--- src/design/tape_verify_pkg.sv ---
// Functional notes
// - Each character issues a verify slot after the reset slot, sampling storage.
// - Alarm slot 110 us after verify; any storage bit set flags verify alarm.
// - A mark at a read contact sets its storage bit at read slot.
// - A verify mark toggles its storage bit at verify slot; space leaves it.
// - Space read and space verified leaves the bit clear, no alarm.
// - Feed contact of one of six readers chosen by one-hot select inputs.
// - Four-bit counter of step pulses; reaching 15 raises the feed alarm.
// - A feed contact transition after a step clears the step counter.
// - Serializer gets reader data, header characters, or the idle character.
// - With no character available outside a header sequence, all eight levels go out as marks.
// - While a number is being sent, reader data is kept from storage.
// - During a header sequence levels 1, 7 and 8 are forced to space.
// - During a header sequence levels 2 to 6 carry generator values.
// - Reader data passes only with character available and no number sent.
// - On-line sets character available at read slot; next step clears it.
// - Next step clears the verify alarm; suppressed during header sequence.
// - Verify slot comes 1.6 ms after reset slot, which follows the step.
package tape_verify_pkg;
    localparam int LEVELS = 8;
    localparam int READERS = 6;
    localparam int CLK_MHZ = 25;
    // Slot delays in microseconds
    localparam int RESET_US = 800;
    localparam int VERIFY_US = 1600;
    localparam int ALARM_US = 110;
    localparam int READ_US = 110;
    localparam int RESET_CYC = RESET_US * CLK_MHZ;
    localparam int VERIFY_CYC = VERIFY_US * CLK_MHZ;
    localparam int ALARM_CYC = ALARM_US * CLK_MHZ;
    localparam int READ_CYC = READ_US * CLK_MHZ;
    localparam logic [3:0] FEED_LIMIT = 4'h f;
    localparam int FIFO_DEPTH = 8;
    // Register map, byte addresses
    localparam logic [11:0] CTRL_OFS = 12'h000;
    localparam logic [11:0] STAT_OFS = 12'h004;
    localparam logic [11:0] CHAR_OFS = 12'h008;
    localparam logic [31:0] CTRL_RST = 32'h0000_0000;
    localparam int ONLINE_BIT = 0;
    localparam logic [7:0] IDLE_CHAR = 8'hff;
    typedef enum logic [2:0] {
        PH_IDLE, PH_RESET, PH_VERIFY, PH_ALARM, PH_READ
    } phase_t;
endpackage

--- src/design/tape_verify.sv ---
`timescale 1ns/10ps
// Small queue with registered head word and registered full flag
module char_fifo #(
    parameter int WIDTH = 8,
    parameter int DEPTH = 8
) (
    // Clock and reset
    input wire logic clk,
    input wire logic rst_n,
    // Filling side
    input wire logic in_valid,
    output logic in_ready,
    input wire logic [WIDTH-1:0] in_data,
    // Draining side
    output logic out_valid,
    input wire logic out_ready,
    output logic [WIDTH-1:0] out_data
);
    localparam int PW = $clog2(DEPTH);
    localparam int CW = $clog2(DEPTH + 1);
    localparam logic [CW-1:0] FULL_CNT = CW'(DEPTH);

    initial begin
        if (DEPTH < 2 || (1 << PW) != DEPTH || WIDTH < 1)
            $error("char_fifo: depth must be a power of two");
    end

    typedef struct packed {
        logic [DEPTH-1:0][WIDTH-1:0] mem;
        logic [PW-1:0] wp;
        logic [PW-1:0] rp;
        logic [CW-1:0] cnt;
        logic full;
        logic ov;
        logic [WIDTH-1:0] od;
    } fifo_state_t;

    fifo_state_t s;
    fifo_state_t next_s;

    // Head stage refills from the queue; full flag registered for timing
    always_comb begin
        logic take;
        logic give;
        take = 1'b0;
        give = 1'b0;
        next_s = s;
        if (s.ov && out_ready) begin
            next_s.ov = 1'b0;
        end
        take = in_valid && !s.full;
        if (take) begin
            next_s.mem[s.wp] = in_data;
            next_s.wp = s.wp + PW'(1);
        end
        if (!next_s.ov && s.cnt != '0) begin
            next_s.od = s.mem[s.rp];
            next_s.ov = 1'b1;
            next_s.rp = s.rp + PW'(1);
            give = 1'b1;
        end
        next_s.cnt = s.cnt + CW'(take) - CW'(give);
        // Head stage counts as a slot, so DEPTH words in all
        next_s.full = ((next_s.cnt + CW'(next_s.ov)) == FULL_CNT);
    end

    always_ff @(posedge clk or negedge rst_n) begin
        if (!rst_n) begin
            s <= '0;
        end else begin
            s <= next_s;
        end
    end

    assign in_ready = !s.full;
    assign out_valid = s.ov;
    assign out_data = s.od;
endmodule // char_fifo

// Read/verify checking, feed watch and output gating for the tape sender
module tape_verify #(
    parameter int RESET_CYC = tape_verify_pkg::RESET_CYC,
    parameter int VERIFY_CYC = tape_verify_pkg::VERIFY_CYC,
    parameter int FIFO_DEPTH = tape_verify_pkg::FIFO_DEPTH
) (
    // Clock and reset
    input wire logic pclk,
    input wire logic presetn,
    // APB slave
    input wire logic [11:0] paddr,
    input wire logic psel,
    input wire logic penable,
    input wire logic pwrite,
    input wire logic [31:0] pwdata,
    output logic [31:0] prdata,
    output logic pready,
    output logic pslverr,
    // Reader contacts, eight levels per reader, mark = 1
    input wire logic [47:0] read_contact,
    input wire logic [47:0] verify_contact,
    input wire logic [5:0] feed_contact,
    // Sequence control
    input wire logic [5:0] reader_select,
    input wire logic reader_step,
    // Message header generator
    input wire logic header_sending,
    input wire logic [4:0] header_levels,
    // Serializer side
    output logic [7:0] ser_data,
    output logic ser_valid,
    input wire logic ser_ready,
    output logic step_permit,
    // Alarms to reader logic
    output logic verify_alarm,
    output logic feed_alarm,
    output logic char_available
);
    localparam int TW = 16;
    localparam logic [TW-1:0] RST_LD = TW'(RESET_CYC - 1);
    localparam logic [TW-1:0] VFY_LD = TW'(VERIFY_CYC - 1);
    localparam logic [TW-1:0] ALM_LD =
        TW'(tape_verify_pkg::ALARM_CYC - 1);
    localparam logic [TW-1:0] RD_LD =
        TW'(tape_verify_pkg::READ_CYC - 1);

    initial begin
        if (RESET_CYC < 1 || RESET_CYC > 65536 ||
            VERIFY_CYC < 1 || VERIFY_CYC > 65536)
            $error("tape_verify: slot counts must fit 16 bits");
    end

    typedef struct packed {
        logic [47:0] rd_s1;
        logic [47:0] rd_s2;
        logic [47:0] vf_s1;
        logic [47:0] vf_s2;
        logic [5:0] fd_s1;
        logic [5:0] fd_s2;
        logic feed_last;
        tape_verify_pkg::phase_t phase;
        logic [TW-1:0] timer;
        logic [7:0] storage;
        logic primed;
        logic valarm;
        logic falarm;
        logic cavail;
        logic [3:0] steps;
        logic push;
        logic [7:0] push_data;
        logic on_line;
        logic pready;
        logic pslverr;
        logic [31:0] prdata;
    } top_state_t;

    top_state_t s;
    top_state_t next_s;
    logic fifo_ready;
    logic fifo_full_q;

    // One-hot pick of the selected reader's eight levels
    function automatic logic [7:0] pick8(input logic [47:0] v,
                                         input logic [5:0] sel);
        logic [7:0] r;
        r = '0;
        for (int i = 0; i < tape_verify_pkg::READERS; i++) begin
            if (sel[i])
                r = r | v[i*8 +: 8];
        end
        return r;
    endfunction

    always_comb begin
        logic [7:0] rd_now;
        logic [7:0] vf_now;
        logic feed_now;
        logic feed_edge;
        logic slot;
        logic [7:0] gate;
        logic hit;
        rd_now = '0;
        vf_now = '0;
        feed_now = 1'b0;
        feed_edge = 1'b0;
        slot = 1'b0;
        gate = '0;
        hit = 1'b0;
        next_s = s;
        next_s.push = 1'b0;

        // Contacts are pins: two stages before any use
        next_s.rd_s1 = read_contact;
        next_s.rd_s2 = s.rd_s1;
        next_s.vf_s1 = verify_contact;
        next_s.vf_s2 = s.vf_s1;
        next_s.fd_s1 = feed_contact;
        next_s.fd_s2 = s.fd_s1;

        rd_now = pick8(s.rd_s2, reader_select);
        vf_now = pick8(s.vf_s2, reader_select);
        feed_now = |(s.fd_s2 & reader_select);
        next_s.feed_last = feed_now;
        // Only a transition after stepping counts as a feed hole
        feed_edge = (feed_now != s.feed_last) && s.steps != '0;

        // Step counter; a clear in the same cycle as a step keeps the step
        if (feed_edge) begin
            next_s.steps = reader_step ? 4'h1 : 4'h0;
        end else if (reader_step &&
                     s.steps != tape_verify_pkg::FEED_LIMIT) begin
            next_s.steps = s.steps + 4'h1;
        end
        // Alarm tracks the counter, so it holds until a clear
        next_s.falarm = (next_s.steps ==
                         tape_verify_pkg::FEED_LIMIT);

        // Slot sequencer: one down-counter, reloaded per slot
        slot = (s.timer == '0);
        if (s.timer != '0)
            next_s.timer = s.timer - TW'(1);
        unique case (s.phase)
            tape_verify_pkg::PH_IDLE: begin
            end
            tape_verify_pkg::PH_RESET: begin
                if (slot) begin
                    // Reset slot; verify follows 1.6 ms later
                    next_s.phase = tape_verify_pkg::PH_VERIFY;
                    next_s.timer = VFY_LD;
                end
            end
            tape_verify_pkg::PH_VERIFY: begin
                if (slot) begin
                    // Verify mark toggles, space leaves bit
                    next_s.storage = s.storage ^ vf_now;
                    next_s.phase = tape_verify_pkg::PH_ALARM;
                    next_s.timer = ALM_LD;
                end
            end
            tape_verify_pkg::PH_ALARM: begin
                if (slot) begin
                    // First sample after going on-line is skipped
                    hit = (|s.storage) && s.primed &&
                          !header_sending;
                    if (hit) begin
                        next_s.valarm = 1'b1;
                    end
                    // Clear so one bad character does not latch forever
                    next_s.storage = '0;
                    next_s.phase = tape_verify_pkg::PH_READ;
                    next_s.timer = RD_LD;
                end
            end
            tape_verify_pkg::PH_READ: begin
                // Stall here while the serializer queue is full
                if (slot && !fifo_full_q) begin
                    if (!header_sending) begin
                        next_s.storage = rd_now;
                    end
                    next_s.cavail = s.on_line &&
                                    !header_sending;
                    next_s.primed = s.on_line;
                    if (header_sending) begin
                        // Five-level code only
                        gate = {2'b00, header_levels, 1'b0};
                    end else if (next_s.cavail) begin
                        gate = rd_now;
                    end else begin
                        gate = tape_verify_pkg::IDLE_CHAR;
                    end
                    next_s.push = 1'b1;
                    next_s.push_data = gate;
                    next_s.phase = tape_verify_pkg::PH_IDLE;
                end
            end
        endcase

        // Step pulse opens a new character period
        if (reader_step) begin
            next_s.cavail = 1'b0;
            next_s.phase = tape_verify_pkg::PH_RESET;
            next_s.timer = RST_LD;
            // An alarm found in this same cycle still wins
            if (!hit)
                next_s.valarm = 1'b0;
        end
        if (!s.on_line)
            next_s.primed = 1'b0;

        // APB: answer one cycle into the access phase
        next_s.pready = psel && penable && !s.pready;
        next_s.pslverr = 1'b0;
        if (psel && penable && !s.pready) begin
            next_s.prdata = '0;
            unique case (paddr)
                tape_verify_pkg::CTRL_OFS:
                    next_s.prdata = {31'h0000_0000, s.on_line};
                tape_verify_pkg::STAT_OFS:
                    next_s.prdata = {16'h0000, s.storage, s.steps,
                                     fifo_full_q, s.cavail,
                                     s.falarm, s.valarm};
                tape_verify_pkg::CHAR_OFS:
                    next_s.prdata = {21'h00_0000, s.phase,
                                     s.push_data};
                default:
                    next_s.pslverr = 1'b1;
            endcase
        end
        // Write lands on the edge where pready is seen high
        if (psel && penable && s.pready && pwrite &&
            paddr == tape_verify_pkg::CTRL_OFS) begin
            next_s.on_line = pwdata[tape_verify_pkg::ONLINE_BIT];
        end
    end

    always_ff @(posedge pclk or negedge presetn) begin
        if (!presetn) begin
            s <= '0;
            s.on_line <= tape_verify_pkg::CTRL_RST[0];
            s.phase <= tape_verify_pkg::PH_IDLE;
        end else begin
            s <= next_s;
        end
    end

    char_fifo #(
        .WIDTH(8),
        .DEPTH(FIFO_DEPTH)
    ) u_fifo (
        .clk(pclk),
        .rst_n(presetn),
        .in_valid(s.push),
        .in_ready(fifo_ready),
        .in_data(s.push_data),
        .out_valid(ser_valid),
        .out_ready(ser_ready),
        .out_data(ser_data)
    );

    // Registered full flag inside the queue
    assign fifo_full_q = !fifo_ready;

    // Outputs straight from state flops
    assign prdata = s.prdata;
    assign pready = s.pready;
    assign pslverr = s.pslverr;
    assign verify_alarm = s.valarm;
    assign feed_alarm = s.falarm;
    assign char_available = s.cavail;
    assign step_permit = fifo_ready;
endmodule // tape_verify

--- config.mk ---
export PLATFORM = sky130hd
export DESIGN_NAME = tape_verify
export DESIGN_NICKNAME = d
export VERILOG_FILES = /design/src/design/tape_verify_pkg.sv /design/src/design/tape_verify.sv
export SDC_FILE = /design/constraint.sdc
export NUM_CORES = 1
export LEC_CHECK = 0
export ABC_AREA = 1
export CORE_MARGIN = 5
export CORE_UTILIZATION = 45
export CTS_CLUSTER_SIZE = 16
export DETAILED_ROUTE_END_ITERATION = 16
export DONT_BUFFER_PORTS = 1
export HOLD_SLACK_MARGIN = 0.03
export PLACE_DENSITY = 0.57
export SLEW_MARGIN = 20
export SYNTH_ARGS = -nofsm -noshare
export SYNTH_HDL_FRONTEND = slang
export SYNTH_SLANG_ARGS = --single-unit
--- constraint.sdc ---
create_clock -name pclk -period 5.89 [get_ports pclk]
set_clock_uncertainty 0.05 [all_clocks]
set_input_delay 0.8835 -clock pclk [delete_from_list [all_inputs] [get_ports pclk]]
set_output_delay 0.8835 -clock pclk [all_outputs]
set_load 0.01 [all_outputs]
==> reports/results.tsv, run 1 <==
metric	value	unit
status	complete, no violations	
drt_iter0_drc	617	
grt_usage	0.1755	
grt_pass1_vias	8462	
io_buffers	0	
synth.area.top_cells	dfrtp_1 (65%), nand2_1 (11%), o21ai_0 (4.3%)	
seq_area_frac_synth	0.6485	
vias_per_cell	4.961	
cts_buffer_depth	3	
pwr_density_cell	383.7	nW/µm²
cts_root_buf	clkbuf_16	
synth_top_area_frac	0.6485	
finalHoldViolCount	0	
slew_headroom	0.4042	
worst_r2r_endpoint	u_fifo.s[9]	
cts_tree	built	
wl	29.26	mm
ys_ff_latch	352	
htreeDepth	2	
place.gp.congestion	0.8202	
routedWlPerCell	16.49	µm
arrival	3.51	ns
power.leakage	7.185	nW
nets	1525	
grt_max_degree	353	
vdd_drop_max	0.2897	mV
path_class	register to register	
worstPathMaxFanout	11	
reg2reg_depth	15	
clkLatencyLatePin	0.53	ns
crit_required	6.25	ns
detail-route-antenna-nets	0	
synth_cells	1369	
drive_gt1_frac	0.07210	
cts_sinks	352	
min_period_over_period	0.5338	
synth.largest_area_cell	dfrtp_1	
antenna_found_initial	27	
cts_buffers	38	
r2r_slack	2.75	ns
max_cap_violations	0	
design.die.area	33760	µm²
grt_overflow_total	0	
fp.dieH	183.7	µm
drcViolationCount	0	
startpoint_type	register	
mappedNetlistArea	13580	µm²
die_w	183.7	µm
io_pins	212	
period_minus_slack	3.144	ns
ys_types	40	
core_area	29720	µm²
rows	63	
crit_path_end_kind	register	
syn_area_per_cell	9.921	µm²
worst_pin_slew	0.8904	ns
setup-tns-final	0	ns
totalPowerFinal	0.005759	W
fmax	318.1	MHz
rsz0062_at_grt	false	
grt_pass1_wl	46.98	mm
vias	8801	
drtPass1Iterations	7	
drv_slew	0	
setup_viol	0	
hpwl	19.58	mm
ys.warnings.count	0	
hold_class	input port to async pin	
start_util	0.4570	
timing.rr.start	u_fifo.s[12]	
syn2layout_area_growth	10.50	%
clk_pin_slew	0.06	ns
## flip-flops by register name, summed over array words and instances, names as in the netlist
name and cells:
prdata 16, verify_alarm 1, pready 1, next_s 102, u_fifo.out_data 8, s 145, feed_alarm 1, pslverr 1
char_available 1, u_fifo.s 75, u_fifo.out_valid 1
## timing repair
item | CTS | global route
setup buffers | 0 | 0
gates resized for setup | 0 | 0
endpoints found under the hold margin | 345 | 270
## logic make-up after synthesis
group	Yosys count	synth area share
AND/OR/NAND/NOR	620	0.1905
flip-flops	352	0.6485
AO/OA/AOI/OAI	191	0.07628
buffers and inverters	180	0.06356
adder cells (fa/ha/maj)	15	0.01437
XOR/XNOR	10	0.006449
other	1	0.0002761
## worst max-delay path, stage by stage, from the launching register on
cell	delay [ns]
dfrtp_1	0.36
inv_1	0.07
ha_1	0.17
nand2_1	0.05
o21ai_0	0.14
buf_4	0.20
inv_1	0.22
ha_1	0.35
inv_1	0.04
ha_1	0.21
fa_1	0.57
ha_1	0.16
inv_1	0.04
or2_2	0.28
nand4_1	0.08
nor2_1	0.04
## per-stage QoR
step / worst slack (ns) / hold slack (ns) / instances / util / area, µm²
2_1_floorplan: 2.767 / 0.2812 / 1384 / - / 13640
3_3_place_gp: 2.484 / 0.2821 / 1695 / 0.4597 / 13660
3_5_place_dp: 2.471 / 0.2847 / 1695 / 0.4597 / 13660
4_1_cts: 2.719 / -0.01236 / 1763 / 0.5041 / 14980
5_1_grt: 2.476 / -0.02079 / 1772 / 0.5049 / 15000
6_report: 2.746 / 0.01063 / 1774 / 0.5050 / 15010
## cell type report
class                           instances  area [µm²]
Tap cell                              390       488.0
Clock buffer                           51        1070
Sequential cell                       352        8810
Fill cell                            2689       14710
Antenna cell                           11       27.53
Multi-Input combinational cell        852        3966
Clock inverter                         17       250.2
Inverter                               98       374.1
Timing Repair Buffer                    3       22.52
## layer usage
layer / share of wire / GRT usage
met1: 0.45 / 0.2475
met2: 0.43 / 0.2587
met3: 0.094 / 0.07123
met4: 0.016 / 0.03845
met5: 0.0071 / 0
## cells in the mapped netlist (all sizes together)
cell type / instances
conb: 1
nand3: 62
clkinv: 1
o31ai: 6
xnor2: 2
or2: 2
nor3: 11
o22ai: 5
nand3b: 1
nor2: 135
nand2: 399
fa: 1
a21oi: 41
inv: 97
o211ai: 18
dfrtp: 352
ha: 14
o21ai: 118
o2111ai: 1
buf: 62
nor3b: 1
clkbuf: 20
a21o: 1
a31o: 1
nand4: 8
and3: 1
xor2: 8
## worst max path at each step
stage	from	depth (start not counted)	to	slack (ns)
after floorplan	ser_ready	14	u_fifo.s[9]	2.77
after global placement	ser_ready	14	u_fifo.s[9]	2.48
after detailed placement	ser_ready	14	u_fifo.s[9]	2.47
after CTS	u_fifo.s[12]	15	u_fifo.s[9]	2.72
after global routing	u_fifo.s[12]	15	u_fifo.s[9]	2.48
final	u_fifo.s[12]	15	u_fifo.s[9]	2.75
## layout by cell type (no fill, tap or decap), types with 4 or more instances in the layout
master     netlist  final
nor2_2           6      6
nand2_1        394    394
o22ai_1          5      5
diode_2          0     11
clkinv_2         1      7
o21ai_0        117    117
clkbuf_16        0     38
dfrtp_1        352    351
clkbuf_8         0      7
nand4_1          7      7
xor2_1           8      8
nor3_1           5      5
clkbuf_1        20      6
conb_1           1     16
nor3_4           4      4
bufinv_16        0      5
nand3_1         61     61
a21oi_1         41     41
inv_1           92     92
o31ai_1          6      6
nor2_4           4      4
nor2_1         125    125
ha_1            14     14
o211ai_1        18     18
## power breakdown
| group | leakage, nW | switching (W) | internal (W) |
|---|---|---|---|
| logic | 2.23 | 0.000378 | 0.000229 |
| clock network | 0.640 | 0.000946 | 0.00150 |
| registers | 4.31 | 0.000142 | 0.00256 |
Power figures use the tool's default switching activity.
==> inputs of run 2 (changes only) <==
Settings changed: ABC_AREA 1 to 0, PLACE_DENSITY 0.57 to 0.59.
Clock period 5.89 ns to 2.75 ns, I/O delays scaled along.
==> run 2 against run 1 <==
The run now ends with hold timing left. Synthesized cell count shrank 33%. First-iteration DRC count shrank 19%. Sequential power grew 110%. Non-clock buffer count grew 119. Design area grew 3.8%. Flip-flop and latch count is the same. Register-to-register slack lost 2.6 ns. Wire length shrank 1.7%. Cell count shrank 20%.
==> reports/results.tsv, run 2 <==
metric	value	unit
synth_top_area_frac	0.6772	
clk_pin_slew	0.06	ns
die_w	180.0	µm
start_util	0.4544	
synth_commonest_cells	dfrtp_1 (352), mux2_2 (67), a22oi_1 (55), nand2_1 (49), buf_4 (40)	
max_cap_violations	0	
power.leakage	7.023	nW
period_minus_slack	2.557	ns
clkLatencyLatePin	0.52	ns
routedWlPerCell	20.24	µm
cts_hold_buf	108	
fmax	391.2	MHz
path_class	register to register	
drcViolationCount	0	
syn2layout_area_growth	19.75	%
detail-route-antenna-nets	0	
pwr-share-seq	0.473	
syn_area_per_cell	14.14	µm²
drive_gt1_frac	0.1723	
hold_class	input port to async pin	
vdd_drop_max	0.7982	mV
grt_max_degree	353	
gr-usage-met2	0.2852	
fin_area	15570	µm²
rsz0062_at_grt	false	
finalHoldViolCount	352	
drt_iter0_drc	500	
grt-busiest-layer	met2	
p_int	0.009248	W
cts_root_buf	clkbuf_16	
final_core_util	0.5441	
largest_reg_flops	145	
grt_overflow_total	0	
ys.warnings.count	0	
drtPass1Iterations	4	
p_clk_frac	0.435	
status	complete, but fails checks	
arrival	2.92	ns
drv_slew	0	
core_area	28630	µm²
met3_usage	0.04911	
grtUsageMet1	0.2472	
p_sw_frac	0.2284	
ys.flop_type	dfrtp_1	
comb_power_share	0.092	
violations	hold timing	
grt_pass1_wl	46.22	mm
synth.largest_area_cell	dfrtp_1	
crit_required	3.12	ns
layout.cells.most_common_list	dfrtp_1 (352), dlygate4sd3_1 (108), mux2_2 (67), a22oi_1 (55), nand2_1 (49)	
post-cts-setup-buffer-count	0	
worstPathMaxFanout	4	
setup_viol	0	
vias	7472	
min_period_over_period	0.9296	
yosysMostFrequentCell	dfrtp_1	
slew_headroom	0.5388	
ys_ff_latch	352	
wl	28.75	mm
grt_usage	0.1778	
top_register	s	
cts_buffer_depth	3	
dpl_cell_area	13160	µm²
ys_types	63	
p_switching	0.002738	W
htreeDepth	2	
mappedNetlistArea	13010	µm²
nets	1188	
vias_per_cell	5.262	
design.die.area	32400	µm²
layout_commonest_cell	dfrtp_1	
fillCellCount	2288	
io_pins	212	
grt_pass1_vias	8052	
cts_tree	built	
hpwl	17.99	mm
setup-tns-final	0	ns
totalPowerFinal	0.01199	W
pwr_density_cell	769.5	nW/µm²
place.gp.congestion	0.8123	
hold_ws	-0.4535	ns
io_buffers	0	
startpoint_type	register	
synth_edf_count	0	
cts_buffers	38	
fp.dieH	180.0	µm
async_reset_ff_frac	1.000	
crit_path_end_kind	register	
antenna_found_initial	4	
seq_area_frac_synth	0.6772	
synth.area.top_cells	dfrtp_1 (68%), mux2_2 (5.8%), a22oi_1 (3.2%)	
worst_pin_slew	0.6854	ns
rows	62	
cts_sinks	352	
synth_cells	920	
[run 2: timing repair]
item | CTS | global route
gates resized for setup | 0 | 8
setup endpoints to repair | 0 | 1
endpoints found under the hold margin | 467 | 352
[run 2: cell type report]
class                           instances  area [µm²]  area share
Timing Repair Buffer                  122        1186     0.07616
Clock buffer                           51        1080     0.06933
Clock inverter                         14       221.5     0.01422
Sequential cell                       352        8808      0.5656
Antenna cell                            3       7.507   0.0004820
Inverter                               19       71.32    0.004579
Tap cell                              384       480.5     0.03085
Multi-Input combinational cell        475        3720      0.2388
[run 2: critical path, stage by stage (launching register included)]
cell,delay [ns]
dfrtp_1,0.37
inv_2,0.06
ha_1,0.14
and3_4,0.18
a21oi_2,0.04
ha_1,0.28
inv_1,0.04
ha_2,0.18
fa_2,0.58
ha_4,0.15
nand3_1,0.06
o21ai_1,0.09
mux2i_1,0.09
nor3_1,0.17
[run 2: final timing paths]
kind                       slack (ns)  cells past startpoint         start                  to
max in group asynchronous        2.53                      0       presetn  u_fifo.out_data[3]
hold / removal                  -0.45                      0       presetn              s[124]
hold reg to reg                  0.29                      0   next_s[199]              s[199]
min in group pclk                0.05                      2   reader_step               s[45]
setup / recovery                 0.19                     13  u_fifo.s[12]         u_fifo.s[9]
setup reg to reg                 0.19                     13  u_fifo.s[12]         u_fifo.s[9]
[run 2: kinds of logic (layout without fill, tap and decap cells)]
kind of cell | after synthesis | count (layout) | share of synthesized area
AOI/OAI and AO/OA | 169 | 169 | 0.09110
xor gates and xnor gates | 15 | 15 | 0.01010
adders and majority gates | 15 | 15 | 0.01501
buffers and inverters | 108 | 206 | 0.04406
DFF | 352 | 352 | 0.6772
muxes | 94 | 94 | 0.09418
other | 1 | 19 | 0.0002883
and+or+nand+nor | 166 | 166 | 0.06801
[run 2: layer usage]
| layer | share of wire | up-vias |
|---|---|---|
| met4 | 0.016 | 4 |
| met3 | 0.067 | 43 |
| met2 | 0.48 | 222 |
| li1 | - | 3405 |
| met1 | 0.44 | 3798 |
| met5 | 0.0011 | - |
[run 2: power by group through the flow]
stage                     clock network (W)  registers, W  logic, W
after floorplan                           0       0.00565  0.000897
after global placement                    0       0.00575  0.000920
after CTS                           0.00532       0.00567   0.00108
after detailed placement                  0       0.00576  0.000946
after global routing                0.00555       0.00570   0.00126
final                               0.00521       0.00567   0.00111
[run 2: stage by stage]
step | setup WS, ns | instances
finish | 0.1935 | 1420
global route | 0.01174 | 1420
CTS | 0.04684 | 1417
detailed placement | 0.05970 | 1244
global placement | 0.1418 | 1244
floorplan | 0.09567 | 935
==> inputs of run 3 (changes only) <==
Clock period 2.75 ns to 2.2 ns, I/O delays scaled along.
==> run 3 against run 2 <==
Cell count is 2.7% higher. The run ends with hold timing, setup timing left. Flip-flop and latch count is the same. Design area up 2.5%. Sequential power increased by 25%. Count of clock-buffer cells in the layout did not move. Via count up 3.4%. First-iteration DRC count down 4.4%. Sequential share of layout area down 1.4 points. Global-route usage rose by 0.27 points. Core utilization is 1.4 points higher. Total power grew 27%.
==> reports/results.tsv, run 3 (synthesized netlist as in run 2, its figures left out) <==
metric	value	unit
final-seq-area	8808	µm²
startpoint_type	register	
hold_class	input port to async pin	
detail-route-antenna-nets	0	
drive_gt1_frac	0.2078	
clkLatencyLatePin	0.52	ns
final_core_util	0.5578	
drt_iter0_drc	478	
cts_buffer_depth	3	
multi_input_area	3790	µm²
hpwl	18.36	mm
rsz0062_at_grt	true	
cts_tree	built	
pwr_density_cell	956.7	nW/µm²
vdd_drop_max	0.7751	mV
hold_ws	-0.5393	ns
top_register	s	
min_period_over_period	1.181	
fin_area	15970	µm²
die_w	180.0	µm
design.die.area	32400	µm²
grt_pass1_wl	47.04	mm
io_buffers	0	
grt_max_degree	353	
violations	hold timing, setup timing	
start_util	0.4544	
syn2layout_area_growth	22.76	%
max_cap_violations	0	
crit_path_end_kind	register	
dpl_cell_area	13410	µm²
worstPathMaxFanout	3	
clk_pin_slew	0.06	ns
crit_required	2.55	ns
crit_buf_inv	3	
io_pins	212	
vias_per_cell	5.298	
drv_slew	0	
power.leakage	7.217	nW
grt_overflow_total	0	
critPathTopFamily	adder cells	
antenna_found_initial	1	
cts_sinks	352	
arrival	2.95	ns
vias	7724	
largest_reg_flops	145	
fp.dieH	180.0	µm
worst_pin_slew	0.5770	ns
finalHoldViolCount	352	
path_cells	inv_2 > ha_2 > and3_4 > a21oi_4 > ha_4 > inv_2 > ha_4 > fa_2 > buf_6 > nand2_1 > nand3_2 > o21ai_1 > mux2i_1 > nor3_1	
cts_hold_buf	114	
fmax	384.8	MHz
dp_cells	1272	
slew_headroom	0.6054	
htreeDepth	2	
fillCellCount	2276	
fin_cells	1458	
setup_viol	2	
rows	62	
layout.cells.most_common_list	dfrtp_1 (352), dlygate4sd3_1 (114), mux2_2 (67), a22oi_1 (55), nand2_1 (49)	
core_area	28630	µm²
fin_ws	-0.3987	ns
cts_buffers	38	
cts_root_buf	clkbuf_16	
critPathSlowestCell	fa_2	
period_minus_slack	2.599	ns
routedWlPerCell	20.07	µm
status	complete, but fails checks	
pre_cts_ws	-0.3806	ns
wl	29.27	mm
max_stage_delay	0.58	ns
grt_pass1_vias	8230	
layout_commonest_cell	dfrtp_1	
nets	1228	
drcViolationCount	0	
grt_usage	0.1805	
path_class	register to register	
place.gp.congestion	0.8174	
drtPass1Iterations	5	
[run 3: cell count changes in the layout (fill, tap and decap cells not counted), sizes merged]
| cell | before | now |
|---|---|---|
| bufinv | 5 | 4 |
| inv | 20 | 21 |
| diode | 3 | 1 |
| buf | 14 | 48 |
| dlygate4sd3 | 108 | 114 |
[run 3: power breakdown]
part           total (W)  switching [W]  leakage (nW)  internal (W)
clock network    0.00642        0.00251         0.635       0.00391
registers        0.00708       0.000249          4.32       0.00683
logic            0.00177       0.000853          2.26      0.000919
[run 3: final cells by class]
| type | instances | area share |
|---|---|---|
| sequential | 352 | 0.5517 |
| multi-input combinational | 475 | 0.2374 |
| timing repair buffer | 162 | 0.09584 |
| clock buffer | 51 | 0.06700 |
| tap | 384 | 0.03009 |
| clock inverter | 14 | 0.01340 |
| inverter | 19 | 0.004467 |
| antenna | 1 | 0.0001567 |
[run 3: per-layer routing]
metal	up-vias	part of all wire	GRT usage
met1	3989	0.45	0.2550
met5	-	0	0
met4	0	0.018	0.04054
li1	3475	-	-
met3	43	0.059	0.04184
met2	217	0.48	0.2885
[run 3: what timing repair did]
item / 4_1_cts / 5_1_grt
pin swaps: 3 / 8
buffers inserted: 4 / 2
endpoints found under the setup margin: 1 / 19
gates resized for setup: 5 / 16
hold endpoints to repair: 477 / 352
[run 3: worst paths after layout]
| path | start | end | slack [ns] | depth (start not counted) |
|---|---|---|---|---|
| worst max register to register | u_fifo.s[12] | u_fifo.s[9] | -0.40 | 14 |
| worst min register to register | next_s[102] | s[102] | 0.29 | 0 |
| worst min-delay path | presetn | s[132] | -0.54 | 0 |
| min in group pclk | reader_select[2] | s[79] | 0.05 | 2 |
| worst max-delay path | u_fifo.s[12] | u_fifo.s[9] | -0.40 | 14 |
| max in group asynchronous | presetn | u_fifo.s[61] | 2.18 | 0 |
[run 3: worst reg2reg max path, delay by kind of cell (launching register included)]
family / cells / cell delay (ns)
flops: 1 / 0.37
compound gates: 2 / 0.11
simple gates: 4 / 0.39
buf+inv: 3 / 0.23
fa+ha+maj: 4 / 1.16
mux: 1 / 0.19
[run 3: through the flow]
step                power (W)  hold WS (ns)  setup TNS [ns]
floorplan            0.008208      -0.01559         -0.3583
global placement     0.008435     -0.005874         -0.2984
detailed placement   0.008485     -0.006934         -0.3806
CTS                   0.01522       -0.5645         -0.3914
global route          0.01594       -0.5701         -0.5802
finish                0.01528       -0.5393         -0.4117
